## src/inc/lpm_pkg.sv

```systemverilog
/*
 Constants, register map and state codes of the low-power mode controller.
 Assumes a 125 MHz system clock and a simple strobe register port.
*/
// Contract
// - Three voltage ranges cap CPU clock at 32 MHz, 16 MHz and 4.2 MHz.
// - Sleep halts only the CPU; any pending interrupt or event wakes it.
// - Low-power run uses multispeed oscillator at 131 kHz or less, regulator low power.
// - Low-power sleep is sleep with low-power regulator; wakeup returns to normal run.
// - Stop with clock keeps only slow oscillators, regulator low power, state retained.
// - Stop without clock also stops both slow oscillators, state retained.
// - In stop a waking peripheral may switch on the fast internal oscillator.
// - Any event line wakes stop within 3.5 us.
// - Stop wakes on lines, comparators with reference, clock events only if enabled.
// - Standby turns regulator off, core state lost except standby circuitry.
// - Standby with clock exits within 60 us on pin, watchdog, wake pin, clock events.
// - Standby without clock exits only on reset pin or wake pin rising edge.
// - Clock and watchdog and their sources are not stopped by stop or standby.
package lpm_pkg;
    localparam int CLK_PERIOD_NS = 8;
    localparam int STOP_WAKE_NS  = 3500;
    localparam int STOP_WAKE_CYC = STOP_WAKE_NS / CLK_PERIOD_NS;
    localparam int STBY_WAKE_NS  = 60000;
    localparam int STBY_WAKE_CYC = STBY_WAKE_NS / CLK_PERIOD_NS;
    localparam int STEP_GAP_NS   = 5000;
    localparam int STEP_GAP_CYC  = (STEP_GAP_NS + CLK_PERIOD_NS - 1) / CLK_PERIOD_NS;

    localparam logic [15:0] R1_MAX_KHZ    = 16'h7d00;
    localparam logic [15:0] R2_MAX_KHZ    = 16'h3e80;
    localparam logic [15:0] R3_MAX_KHZ    = 16'h1068;
    localparam logic [15:0] LPRUN_MAX_KHZ = 16'h0083;
    localparam logic [15:0] R1_WS_KHZ     = 16'h3e80;
    localparam logic [15:0] R2_WS_KHZ     = 16'h1f40;

    localparam logic [7:0] ADDR_CTRL   = 8'h00;
    localparam logic [7:0] ADDR_FREQ   = 8'h04;
    localparam logic [7:0] ADDR_STATUS = 8'h08;
    localparam logic [7:0] ADDR_ISTAT  = 8'h0c;
    localparam logic [7:0] ADDR_IMASK  = 8'h10;
    localparam logic [7:0] ADDR_CSR    = 8'h14;

    localparam int CTRL_LPRUN  = 2;
    localparam int CTRL_LPSLP  = 3;
    localparam int CTRL_SBSEL  = 4;
    localparam int CTRL_RTCEN  = 5;
    localparam int CTRL_IWDGEN = 6;
    localparam int CTRL_HSION  = 7;
    localparam int CTRL_HSEON  = 8;
    localparam int CTRL_PLLON  = 9;
    localparam int CTRL_WS     = 10;
    localparam int CTRL_W      = 11;
    localparam logic [CTRL_W-1:0] CTRL_RST = 11'h002;
    localparam logic [15:0]       FREQ_RST = 16'h0834;

    localparam int IRQ_STOPW = 0;
    localparam int IRQ_SBW   = 1;
    localparam int IRQ_FREQ  = 2;
    localparam int IRQ_WS    = 3;
    localparam int IRQ_STEP  = 4;
    localparam int IRQ_W     = 5;

    localparam int CSR_SBF  = 0;
    localparam int CSR_PINF = 1;
    localparam int CSR_RSTF = 2;
    localparam int CSR_W    = 3;

    typedef enum logic [6:0] {
        ST_RUN     = 7'h01,
        ST_LPRUN   = 7'h02,
        ST_SLEEP   = 7'h04,
        ST_LPSLEEP = 7'h08,
        ST_STOP    = 7'h10,
        ST_STBY    = 7'h20,
        ST_WAKE    = 7'h40
    } lpm_state_e;
endpackage

```

## src/rtl/lpm_ctrl.sv

```systemverilog
/*
 Low-power mode controller: range and clock checks, mode sequencing,
 oscillator and regulator gating, wakeup latency.
 Assumes synchronous inputs and a register master that never waits.
*/
`timescale 1ns/10ps
module lpm_ctrl #(
    parameter int NEXT          = 16,
    parameter int STBY_WAKE_CYC = lpm_pkg::STBY_WAKE_CYC
) (
    // Clock and reset
    input  wire logic            clk_i,
    input  wire logic            rst_i,
    // Register port
    input  wire logic [7:0]      addr_i,
    input  wire logic [31:0]     wdata_i,
    input  wire logic            we_i,
    input  wire logic            re_i,
    output logic      [31:0]     rdata_o,
    // Processor
    input  wire logic            wfi_i,
    input  wire logic            deep_i,
    input  wire logic            irq_pend_i,
    // Wakeup sources
    input  wire logic [NEXT-1:0] external_event_line_i,
    input  wire logic [1:0]      comp_evt_i,
    input  wire logic            vref_on_i,
    input  wire logic [4:0]      rtc_evt_i,
    input  wire logic [2:0]      wakeup_pin_i,
    input  wire logic            ext_rst_pin_i,
    input  wire logic            independent_watchdog_rst_i,
    input  wire logic            periph_hsi_req_i,
    // Clock, regulator and core control
    output logic                 cpu_halt_o,
    output logic                 core_clk_en_o,
    output logic                 pll_en_o,
    output logic                 msi_en_o,
    output logic                 msi_low_o,
    output logic                 hsi_en_o,
    output logic                 hse_en_o,
    output logic                 lse_en_o,
    output logic                 lsi_en_o,
    output logic                 reg_lp_o,
    output logic                 reg_off_o,
    output logic                 core_rst_o,
    output logic      [1:0]      range_o,
    output logic                 flash_ws_o,
    output logic                 irq_o
);
    localparam int A_STOP_MAX = 437;
    localparam int A_SB_MAX   = 7500;

    lpm_pkg::lpm_state_e state_q, state_d;
    logic [lpm_pkg::CTRL_W-1:0] ctrl_q, ctrl_d;
    logic [15:0]                freq_q, wcnt_q, wcnt_d;
    logic [9:0]                 gap_q;
    logic [lpm_pkg::IRQ_W-1:0]  stat_q, mask_q;
    logic [lpm_pkg::CSR_W-1:0]  csr_q;
    logic [2:0]                 wakeup_pin_q;
    logic                       from_sb_q, from_sb_d;
    logic [31:0]                rdata_q;
    logic cpu_halt_q, core_clk_q, pll_q, msi_q, msi_low_q, hsi_q, hse_q;
    logic lse_q, lsi_q, reg_lp_q, reg_off_q, core_rst_q, irq_q;
    logic [15:0]                sb_age_q;

    // Register decode
    wire wr_ctrl  = we_i && (addr_i == lpm_pkg::ADDR_CTRL);
    wire wr_freq  = we_i && (addr_i == lpm_pkg::ADDR_FREQ);
    wire wr_stat  = we_i && (addr_i == lpm_pkg::ADDR_ISTAT);
    wire wr_mask  = we_i && (addr_i == lpm_pkg::ADDR_IMASK);
    wire wr_csr   = we_i && (addr_i == lpm_pkg::ADDR_CSR);
    wire s_run    = state_q == lpm_pkg::ST_RUN;
    wire s_lprun  = state_q == lpm_pkg::ST_LPRUN;
    wire s_sleep  = state_q == lpm_pkg::ST_SLEEP;
    wire s_lpslp  = state_q == lpm_pkg::ST_LPSLEEP;
    wire s_stop   = state_q == lpm_pkg::ST_STOP;
    wire s_stby   = state_q == lpm_pkg::ST_STBY;
    wire s_wake   = state_q == lpm_pkg::ST_WAKE;
    wire rtc_en   = ctrl_q[lpm_pkg::CTRL_RTCEN];
    wire [1:0] rng = ctrl_q[1:0];

    // Frequency checks on a clock setting write
    wire [15:0] new_khz  = wdata_i[15:0];
    wire [15:0] ceil_khz = (rng == 2'h1) ? lpm_pkg::R1_MAX_KHZ :
                           (rng == 2'h2) ? lpm_pkg::R2_MAX_KHZ : lpm_pkg::R3_MAX_KHZ;
    wire need_ws  = ((rng == 2'h1) && (new_khz > lpm_pkg::R1_WS_KHZ)) ||
                    ((rng == 2'h2) && (new_khz > lpm_pkg::R2_WS_KHZ));
    wire [17:0] old_x4 = {freq_q, 2'h0};
    wire raise    = new_khz > freq_q;
    wire gap_ok   = gap_q >= 10'(lpm_pkg::STEP_GAP_CYC);
    wire ev_freq  = wr_freq && (new_khz > ceil_khz);
    wire ev_ws    = wr_freq && need_ws && !ctrl_q[lpm_pkg::CTRL_WS];
    wire ev_step  = wr_freq && raise && (({2'h0, new_khz} >= old_x4) || !gap_ok);

    // Wakeup qualification
    wire [4:0] rtc_g   = rtc_evt_i & {5{rtc_en}};
    wire stop_wake = (|external_event_line_i) || ((|comp_evt_i) && vref_on_i) || (|rtc_g);
    wire [2:0] wk_rise = wakeup_pin_i & ~wakeup_pin_q;
    wire sb_wake   = ext_rst_pin_i || (|wk_rise) ||
                     (rtc_en && (independent_watchdog_rst_i || (|rtc_evt_i)));
    wire wake_done = s_wake && (wcnt_q == 16'h0000);
    wire lps_exit  = s_lpslp && irq_pend_i;
    wire ev_stopw  = wake_done && !from_sb_q;
    wire ev_sbw    = wake_done && from_sb_q;
    wire [lpm_pkg::IRQ_W-1:0] ev_vec = {ev_step, ev_ws, ev_freq, ev_sbw, ev_stopw};
    wire [lpm_pkg::IRQ_W-1:0] stat_clr = wr_stat ? wdata_i[lpm_pkg::IRQ_W-1:0] : '0;
    wire [lpm_pkg::CSR_W-1:0] csr_clr  = wr_csr ? wdata_i[lpm_pkg::CSR_W-1:0] : '0;
    wire sb_enter  = s_stby && sb_wake;
    wire [lpm_pkg::CSR_W-1:0] csr_set  = {sb_enter && ext_rst_pin_i,
                                          sb_enter && (|wk_rise), sb_enter};
    wire deep_sel  = ctrl_q[lpm_pkg::CTRL_SBSEL];
    wire lprun_ok  = ctrl_q[lpm_pkg::CTRL_LPRUN] && (freq_q <= lpm_pkg::LPRUN_MAX_KHZ);

    // Read mux
    wire [31:0] rd_mux =
        (addr_i == lpm_pkg::ADDR_CTRL)   ? {21'h0, ctrl_q} :
        (addr_i == lpm_pkg::ADDR_FREQ)   ? {16'h0, freq_q} :
        (addr_i == lpm_pkg::ADDR_STATUS) ? {24'h0, from_sb_q, state_q} :
        (addr_i == lpm_pkg::ADDR_ISTAT)  ? {27'h0, stat_q} :
        (addr_i == lpm_pkg::ADDR_IMASK)  ? {27'h0, mask_q} :
        (addr_i == lpm_pkg::ADDR_CSR)    ? {29'h0, csr_q} : 32'h0000_0000;

    // Control register next value
    always_comb begin
        ctrl_d = ctrl_q;
        if (wr_ctrl) begin
            ctrl_d = wdata_i[lpm_pkg::CTRL_W-1:0];
            if (wdata_i[1:0] == 2'h0) begin
                ctrl_d[1:0] = ctrl_q[1:0];
            end
        end
        if (lps_exit) begin
            ctrl_d[lpm_pkg::CTRL_LPRUN] = 1'b0;
            ctrl_d[lpm_pkg::CTRL_LPSLP] = 1'b0;
        end
        if (s_stby) begin
            ctrl_d = lpm_pkg::CTRL_RST;
            ctrl_d[lpm_pkg::CTRL_RTCEN]  = ctrl_q[lpm_pkg::CTRL_RTCEN];
            ctrl_d[lpm_pkg::CTRL_IWDGEN] = ctrl_q[lpm_pkg::CTRL_IWDGEN];
        end
    end

    // Mode sequencer
    always_comb begin
        state_d   = state_q;
        wcnt_d    = wcnt_q;
        from_sb_d = from_sb_q;
        unique case (state_q)
            lpm_pkg::ST_RUN: begin
                if (wfi_i && deep_i) begin
                    state_d = deep_sel ? lpm_pkg::ST_STBY : lpm_pkg::ST_STOP;
                end else if (wfi_i) begin
                    state_d = ctrl_q[lpm_pkg::CTRL_LPSLP] ? lpm_pkg::ST_LPSLEEP :
                                                            lpm_pkg::ST_SLEEP;
                end else if (lprun_ok) begin
                    state_d = lpm_pkg::ST_LPRUN;
                end
            end
            lpm_pkg::ST_LPRUN: begin
                if (wfi_i && deep_i) begin
                    state_d = deep_sel ? lpm_pkg::ST_STBY : lpm_pkg::ST_STOP;
                end else if (wfi_i) begin
                    state_d = lpm_pkg::ST_LPSLEEP;
                end else if (!ctrl_q[lpm_pkg::CTRL_LPRUN]) begin
                    state_d = lpm_pkg::ST_RUN;
                end
            end
            lpm_pkg::ST_SLEEP: begin
                if (irq_pend_i) begin
                    state_d = lpm_pkg::ST_RUN;
                end
            end
            lpm_pkg::ST_LPSLEEP: begin
                if (irq_pend_i) begin
                    state_d = lpm_pkg::ST_RUN;
                end
            end
            lpm_pkg::ST_STOP: begin
                if (stop_wake) begin
                    state_d = lpm_pkg::ST_WAKE;
                    wcnt_d  = 16'(lpm_pkg::STOP_WAKE_CYC - 2);
                end
            end
            lpm_pkg::ST_STBY: begin
                if (sb_wake) begin
                    state_d   = lpm_pkg::ST_WAKE;
                    wcnt_d    = 16'(STBY_WAKE_CYC - 2);
                    from_sb_d = 1'b1;
                end
            end
            lpm_pkg::ST_WAKE: begin
                if (wcnt_q == 16'h0000) begin
                    state_d   = lpm_pkg::ST_RUN;
                    from_sb_d = 1'b0;
                end else begin
                    wcnt_d = wcnt_q - 16'h0001;
                end
            end
            default: begin
                state_d = lpm_pkg::ST_RUN;
            end
        endcase
    end

    // Output next values
    wire active   = s_run || s_sleep;
    wire cpu_h_d  = !(s_run || s_lprun);
    wire core_c_d = s_run || s_lprun || s_sleep || s_lpslp;
    wire msi_d    = core_c_d || s_wake;
    wire hsi_d    = (active && ctrl_q[lpm_pkg::CTRL_HSION]) ||
                    (s_stop && periph_hsi_req_i);
    wire hse_d    = active && ctrl_q[lpm_pkg::CTRL_HSEON];
    wire pll_d    = active && ctrl_q[lpm_pkg::CTRL_PLLON];
    wire reg_lp_d = s_lprun || s_lpslp || s_stop;
    wire core_r_d = s_stby || (s_wake && from_sb_q);

    always_ff @(posedge clk_i) begin
        if (rst_i) begin
            state_q   <= lpm_pkg::ST_RUN;
            ctrl_q    <= lpm_pkg::CTRL_RST;
            freq_q    <= lpm_pkg::FREQ_RST;
            wcnt_q    <= 16'h0000;
            from_sb_q <= 1'b0;
            gap_q     <= 10'h000;
            wakeup_pin_q    <= 3'h0;
        end else begin
            state_q   <= state_d;
            ctrl_q    <= ctrl_d;
            wcnt_q    <= wcnt_d;
            from_sb_q <= from_sb_d;
            wakeup_pin_q    <= wakeup_pin_i;
            if (s_stby) begin
                freq_q <= lpm_pkg::FREQ_RST;
            end else if (wr_freq) begin
                freq_q <= new_khz;
            end
            if (wr_freq) begin
                gap_q <= 10'h000;
            end else if (!gap_ok) begin
                gap_q <= gap_q + 10'h001;
            end
        end
    end

    // Interrupt status, mask and standby-kept flags
    always_ff @(posedge clk_i) begin
        if (rst_i) begin
            stat_q <= '0;
            mask_q <= '0;
            csr_q  <= '0;
            irq_q  <= 1'b0;
        end else begin
            stat_q <= s_stby ? '0 : ((stat_q & ~stat_clr) | ev_vec);
            mask_q <= s_stby ? '0 : (wr_mask ? wdata_i[lpm_pkg::IRQ_W-1:0] : mask_q);
            csr_q  <= (csr_q & ~csr_clr) | csr_set;
            irq_q  <= |(stat_q & mask_q);
        end
    end

    // Registered outputs
    always_ff @(posedge clk_i) begin
        if (rst_i) begin
            rdata_q    <= 32'h0000_0000;
            cpu_halt_q <= 1'b0;
            core_clk_q <= 1'b1;
            msi_q      <= 1'b1;
            msi_low_q  <= 1'b0;
            hsi_q      <= 1'b0;
            hse_q      <= 1'b0;
            pll_q      <= 1'b0;
            lse_q      <= 1'b0;
            lsi_q      <= 1'b0;
            reg_lp_q   <= 1'b0;
            reg_off_q  <= 1'b0;
            core_rst_q <= 1'b0;
        end else begin
            rdata_q    <= re_i ? rd_mux : 32'h0000_0000;
            cpu_halt_q <= cpu_h_d;
            core_clk_q <= core_c_d;
            msi_q      <= msi_d;
            msi_low_q  <= s_lprun || s_lpslp;
            hsi_q      <= hsi_d;
            hse_q      <= hse_d;
            pll_q      <= pll_d;
            lse_q      <= rtc_en;
            lsi_q      <= ctrl_q[lpm_pkg::CTRL_IWDGEN];
            reg_lp_q   <= reg_lp_d;
            reg_off_q  <= s_stby;
            core_rst_q <= core_r_d;
        end
    end

    assign rdata_o       = rdata_q;
    assign cpu_halt_o    = cpu_halt_q;
    assign core_clk_en_o = core_clk_q;
    assign pll_en_o      = pll_q;
    assign msi_en_o      = msi_q;
    assign msi_low_o     = msi_low_q;
    assign hsi_en_o      = hsi_q;
    assign hse_en_o      = hse_q;
    assign lse_en_o      = lse_q;
    assign lsi_en_o      = lsi_q;
    assign reg_lp_o      = reg_lp_q;
    assign reg_off_o     = reg_off_q;
    assign core_rst_o    = core_rst_q;
    assign range_o       = ctrl_q[1:0];
    assign flash_ws_o    = ctrl_q[lpm_pkg::CTRL_WS];
    assign irq_o         = irq_q;

    // Age of a standby wakeup, checked against the exit limit
    always_ff @(posedge clk_i) begin
        sb_age_q <= (rst_i || !(s_wake && from_sb_q)) ? 16'h0000 : sb_age_q + 16'h0001;
    end
endmodule // lpm_ctrl

```

## config.mk

```make
export PLATFORM = sky130hd
export DESIGN_NAME = lpm_ctrl
export DESIGN_NICKNAME = d
export VERILOG_FILES = /design/src/inc/lpm_pkg.sv /design/src/rtl/lpm_ctrl.sv
export SDC_FILE = /design/constraint.sdc
export NUM_CORES = 1
export LEC_CHECK = 0
export BUFFER_PORTS_ARGS = -buffer_cell sky130_fd_sc_hd__buf_4
export CAP_MARGIN = 25
export CORE_MARGIN = 5
export CORE_UTILIZATION = 40
export DETAILED_ROUTE_END_ITERATION = 8
export PLACE_DENSITY = 0.7
export SETUP_SLACK_MARGIN = 0.3
export SLEW_MARGIN = 10
export SYNTH_ARGS = -nofsm -noshare
export SYNTH_HDL_FRONTEND = slang
export SYNTH_SLANG_ARGS = --single-unit
```

## constraint.sdc

```tcl
create_clock -name clk_i -period 3.1 [get_ports clk_i]
set_input_delay 0.31 -clock clk_i [delete_from_list [all_inputs] [get_ports clk_i]]
set_output_delay 0.31 -clock clk_i [all_outputs]
set_load 0.05 [all_outputs]
```

# Word-level counts from Yosys, hierarchy flattened

Index checks and enable logic that the tools add are counted.
W data, S select, Z words.

Register bits: 122
Output and inout bits: 48

Bitwise gates (word level): 13
Reduce and logical (&&, ||, !) cells: 71
Magnitude comparators: 7
Equality and inequality tests: 21
Add/sub/neg operators: 2
Multiplexer cells: 30

Operators by type and width:

| operator                | number |
|---|---|
| $mux W7                 | 10 |
| $mux W16                | 4 |
| $pmux W16 S3            | 1 |
| $pmux W7 S6             | 1 |
| $logic_and A1 B1 Y1     | 28 |
| $ge A16 B18 Y1          | 1 |
| $eq A8 B4 Y1 const B    | 2 |
| $eq A8 B5 Y1 const B    | 2 |
| $gt A16 B13 Y1 const B  | 1 |
| $gt A16 B14 Y1 const B  | 1 |
| $gt A16 B15 Y1          | 1 |
| $gt A16 B16 Y1          | 1 |
| $le A16 B8 Y1 const B   | 1 |
| $logic_not A16 Y1       | 1 |
| $logic_or A1 B1 Y1      | 16 |
| $reduce_or A16 Y1       | 1 |
| $sub A16 B1 Y16 const B | 1 |
| $and A5 B5 Y5           | 3 |
| $mux W15                | 1 |
| $mux W5                 | 3 |
| $reduce_or A5 Y1        | 3 |
| $mux W14                | 1 |
| $mux W11                | 1 |
| $add A10 B1 Y10 const B | 1 |
| 39 further kinds        | 58 |

# Longest topological paths before layout

Word-level depth: 8
Depth in mapped cells: 9
Depth with buffers taken out: 9

# Worst setup path before layout

OpenSTA, ideal clock, no wires.

Path type: register to register
Start: reg wcnt_q[0]
End: reg state_q[2]
Cell stages (with the launch flop): 9
Path slack: 0.947 ns
Arrival time: 2.039 ns
Path buffers: 0
Required time: 2.986 ns
Clock period less this slack: 2.153 ns
Cell sequence: dfxtp_1 > inv_1 > ha_1 > or4b_1 > nor3_4 > a21oi_2 > nor4_4 > a21oi_2 > a21o_1

Cells in the longest elaborated chain, start to end: 3

Ends and longest elaborated chain:

| item                        | RTL line        | text |
|---|---|---|
| start, declared             | lpm_ctrl.sv:55  | `logic [15:0] freq_q, wcnt_q, wcnt_d;` |
| start signal, assigned      | lpm_ctrl.sv:229 | `wcnt_q <= wcnt_d;` |
| $logic_not A16 Y1           | lpm_ctrl.sv:192 | `if (wcnt_q == 16'h0000) begin` |
| $ne A2 B1 Y1 (no line)      | n/a             |  |
| $reduce_and A6 Y1 (no line) | n/a             |  |
| end signal, assigned        | lpm_ctrl.sv:219 | `state_q <= lpm_pkg::ST_RUN;` |
| end signal, assigned        | lpm_ctrl.sv:227 | `state_q <= state_d;` |
| end, declared               | lpm_ctrl.sv:53  | `lpm_pkg::lpm_state_e state_q, state_d;` |

Every way passes these cells.
A chain may end at the register's enable or synchronous reset.

# Worst setup path in the final report

Start: reg wcnt_q[0]
End: reg wcnt_q[7]

Cells in the longest elaborated chain, start to end: 3
Elaborated cells between the ends (all ways): 6
Classes of those cells: add/sub: 1; eq/ne: 1; mux: 2; reduce/logical: 2

Ends and longest elaborated chain:

| item                                                        | RTL line |
|---|---|
| $sub A16 B1 Y16 / $logic_not A16 Y1 (equally long branches) | lpm_ctrl.sv:196, lpm_ctrl.sv:192 |
| $mux W16 / $ne A2 B2 Y1 (equally long branches)             | n/a |
| $pmux W16 S3 / $reduce_and A4 Y1 (equally long branches)    | n/a |

Several ways; a longest one is shown, not always the timed one. The select of a mux whose other input is x is not followed.

==> results.py <==
metrics = {
    "run": {
        "max_cap_viol_count": 0,
    },
    "routing": {
        "first_iter_violations": 500,
        "drt_wl_total_mm": 16.4,
        "drc_errors": 0,
        "post_drt_via_cell_ratio": 5.60,
        "num_vias": 5574,
        "dr.pass1.iters": 5,
        "avgRoutedWirePerCell_um": 16.5,
        "drtAntennaViolNets": 0,
    },
    "floorplan": {
        "row_count": 44,
        "fp.dieH_um": 132,
        "core_area_mm2": 0.0146,
        "initial_core_util_pct": 41.0,
        "dieArea_mm2": 0.0175,
        "fp.dieW_um": 132,
        "ios": 125,
    },
    "placement": {
        "portBuffers": 92,
        "place_congestion": 0.868,
        "placedCellCount": 980,
        "dp_hpwl_mm": 12.2,
    },
    "timing": {
        "max_freq_mhz": 406,
        "period_needed_ns": 2.46,
        "rsz0062_at_grt": "no",
        "tightest_slew_ns": 0.705,
        "drv_slew": 0,
        "final-setup-viol-count": 0,
        "clock_skew_ns": 0.00937,
        "post-route-period-util_pct": 79.5,
        "hold_viol_final": 0,
        "tns_ns": 0,
        "relSlewSlack_pct": 53.0,
    },
    "critical_path": {
        "path_delay_family": "simple AND/OR/NAND/NOR gates",
        "critPathSlowestCell": "or4b_1",
        "crit_required_ns": 3.33,
        "worstPathCellList": "inv_1, ha_1, or4b_1, nor3_4, nand3_1, nand4_4, o21bai_1, a21oi_1",
        "critPathKind": "flip-flop to flip-flop",
        "crit_path_start_kind": "flip-flop",
        "crit_arrival_ns": 2.69,
        "path_buf_inv": 1,
        "max_stage_delay_ns": 0.53,
        "cp-end-kind": "flip-flop",
        "crit_fanout": 26,
    },
    "cells_and_area": {
        "fin_util_pct": 48.7,
        "antennaDiodeCount": 0,
        "fin_cells": 996,
        "fillers": 1440,
        "finalNetCount": 930,
        "area_delta_synth_final_pct": 18.9,
        "drive_above_1_share_pct": 18.7,
    },
    "status": {
        "status": "finished clean",
    },
    "yosys": {
        "syn_area_per_cell_um2": 8.27,
        "async_flop_share_pct": 0,
        "synth_edf_count": 0,
        "synth_mux_area_share_pct": 0.565,
        "synth_adder_area_share_pct": 9.62,
        "synth.most_common_cell": "dfxtp_1",
        "yosysTopAreaCell": "dfxtp_1",
        "yosys.area_share.simple_pct": 24.9,
        "yosys.cell_types.count": 71,
        "synth-compound-area-share_pct": 20.7,
        "synth_top_area_share_pct": 35.5,
        "syn_area_mm2": 0.00598,
        "ys_top_cells_by_count": "dfxtp_1 (106), nand2_1 (89), a21oi_1 (76)",
        "synthFlopType": "dfxtp_1",
        "syn_inst": 723,
        "synth_xor_area_share_pct": 1.61,
        "synth-seq-area-share_pct": 35.5,
        "synth-seq-cells": 106,
        "synth_top_family_by_area": "simple AND/OR/NAND/NOR gates",
        "synth_area_leaders": "dfxtp_1 (35%), ha_1 (9.6%), a21oi_1 (6.4%)",
        "ys_warn_count": 0,
    },
    "global_route": {
        "grt_use_total_pct": 18.2,
        "grt_overflow": 0,
        "grt_pass1_wl_mm": 26.2,
        "grt_max_degree": 47,
        "grt_pass1_vias": 5115,
        "grt_antenna_before_repair": 0,
    },
    "clock_network": {
        "clk_latency_ns": 0.37,
        "numClockSinks": 106,
        "cts_tree": "built",
        "h-tree-depth": 3,
        "cts_hold_buf": 0,
        "path_clk_slew_ns": 0.07,
        "cts_root_buffer": "clkbuf_16",
        "cts_made_buffers": 9,
        "clockBufferDepth": 2,
    },
    "min_path": {
        "hold_path_class": "primary input to flip-flop",
    },
    "pwr": {
        "peakVddDrop_v": 0.000314,
        "finalPower_mw": 3.10,
        "p_per_area_mw_per_mm2": 437,
        "leakagePower_nw": 2.94,
    },
}
## worst register-to-register path: stages (launching register included)
cell and delay (ns):
dfxtp_1 0.34, inv_1 0.08, ha_1 0.24, or4b_1 0.53, nor3_4 0.27, nand3_1 0.29
nand4_4 0.34, o21bai_1 0.17, a21oi_1 0.08
## sequential cells by signal (all words and copies together) (netlist names), 3 cells and up
signal / count
freq_q: 16
rdata_o: 16
wcnt_q: 16
ctrl_q: 11
gap_q: 10
state_q: 7
mask_q: 5
stat_q: 5
csr_q: 3
wakeup_pin_q: 3
## layout by cell type, fill, tap and decap left out, types with 3 or more instances in the layout
master     instances
nand4_1           10
nor2b_1           12
o2bb2ai_1          3
nor3_1            11
nand2b_1          11
a22oi_1           15
nor4_1             8
a21oi_1           76
or4_1              7
nor3b_1            3
a222oi_1           6
ha_1              46
and4_1             3
conb_1            16
dfxtp_1          106
xnor2_1            3
clkbuf_16          9
nand2_1           89
xor2_1             8
mux2_2             3
and3_1             8
or2_2              5
a211oi_1           3
and2_1             7
o21a_1             4
o31ai_1            5
o21ai_0           23
inv_1             36
a21o_1            12
or3_1              8
a31oi_1            7
nor2_1            46
buf_4            109
a311oi_1           4
o211ai_1           6
inv_6              3
nand3_1           28
o21bai_1           3
## per-stage QoR
stage	area [um^2]	worst slack, ns	hold slack [ns]
floorplan	6040	0.947	0.436
global placement	6800	0.555	0.454
detailed placement	6800	0.498	0.465
CTS	7100	0.486	0.165
global route	7110	0.449	0.185
finish	7110	0.636	0.173
## worst paths after layout
| path | start | end | slack, ns | cells past startpoint |
|---|---|---|---|---|
| setup / recovery | wcnt_q[0]$_SDFFE_PP0P_ | wcnt_q[7]$_SDFFE_PP0P_ | 0.64 | 8 |
| hold / removal | wakeup_pin_i[2] | wakeup_pin_q[2]$_SDFF_PP0_ | 0.17 | 2 |
| setup reg to reg | wcnt_q[0]$_SDFFE_PP0P_ | wcnt_q[7]$_SDFFE_PP0P_ | 0.64 | 8 |
| hold reg to reg | freq_q[13]$_SDFFE_PP0P_ | freq_q[13]$_SDFFE_PP0P_ | 0.48 | 2 |
## final cells by class
type	instances	area, um^2	area share [%]
multi-input combinational	545	3510	49.3
sequential	106	2120	29.8
timing repair buffer	109	818	11.5
tap	184	230	3.24
clock buffer	9	225	3.17
inverter	36	135	1.90
clock inverter	7	72.6	1.02
## kinds of logic (layout without fill, tap and decap cells)
| family | Yosys count | after routing |
|---|---|---|
| flops | 106 | 106 |
| compound gates | 191 | 191 |
| simple gates | 278 | 278 |
| mux | 3 | 3 |
| other cells | 1 | 16 |
| fa+ha+maj | 46 | 46 |
| xor+xnor | 11 | 11 |
| buf+inv | 87 | 161 |
## repair_timing
| action | CTS | global route |
|---|---|---|
| setup buffers | 0 | 0 |
| gates resized for setup | 0 | 1 |
| setup endpoints to repair | 0 | 2 |
## per-layer routing
metal	track usage (%)	part of all wire, %
met5	0	0
met4	5.77	2.1
met3	5.61	7.7
met2	27.6	45
met1	24.9	45
## where the power goes
group          internal (mW)  switching, mW  total [mW]
clock network          0.568          0.582        1.15
registers               1.39         0.0243        1.42
logic                  0.204          0.333       0.538
Note: power is estimated with default switching activity, not from simulation.
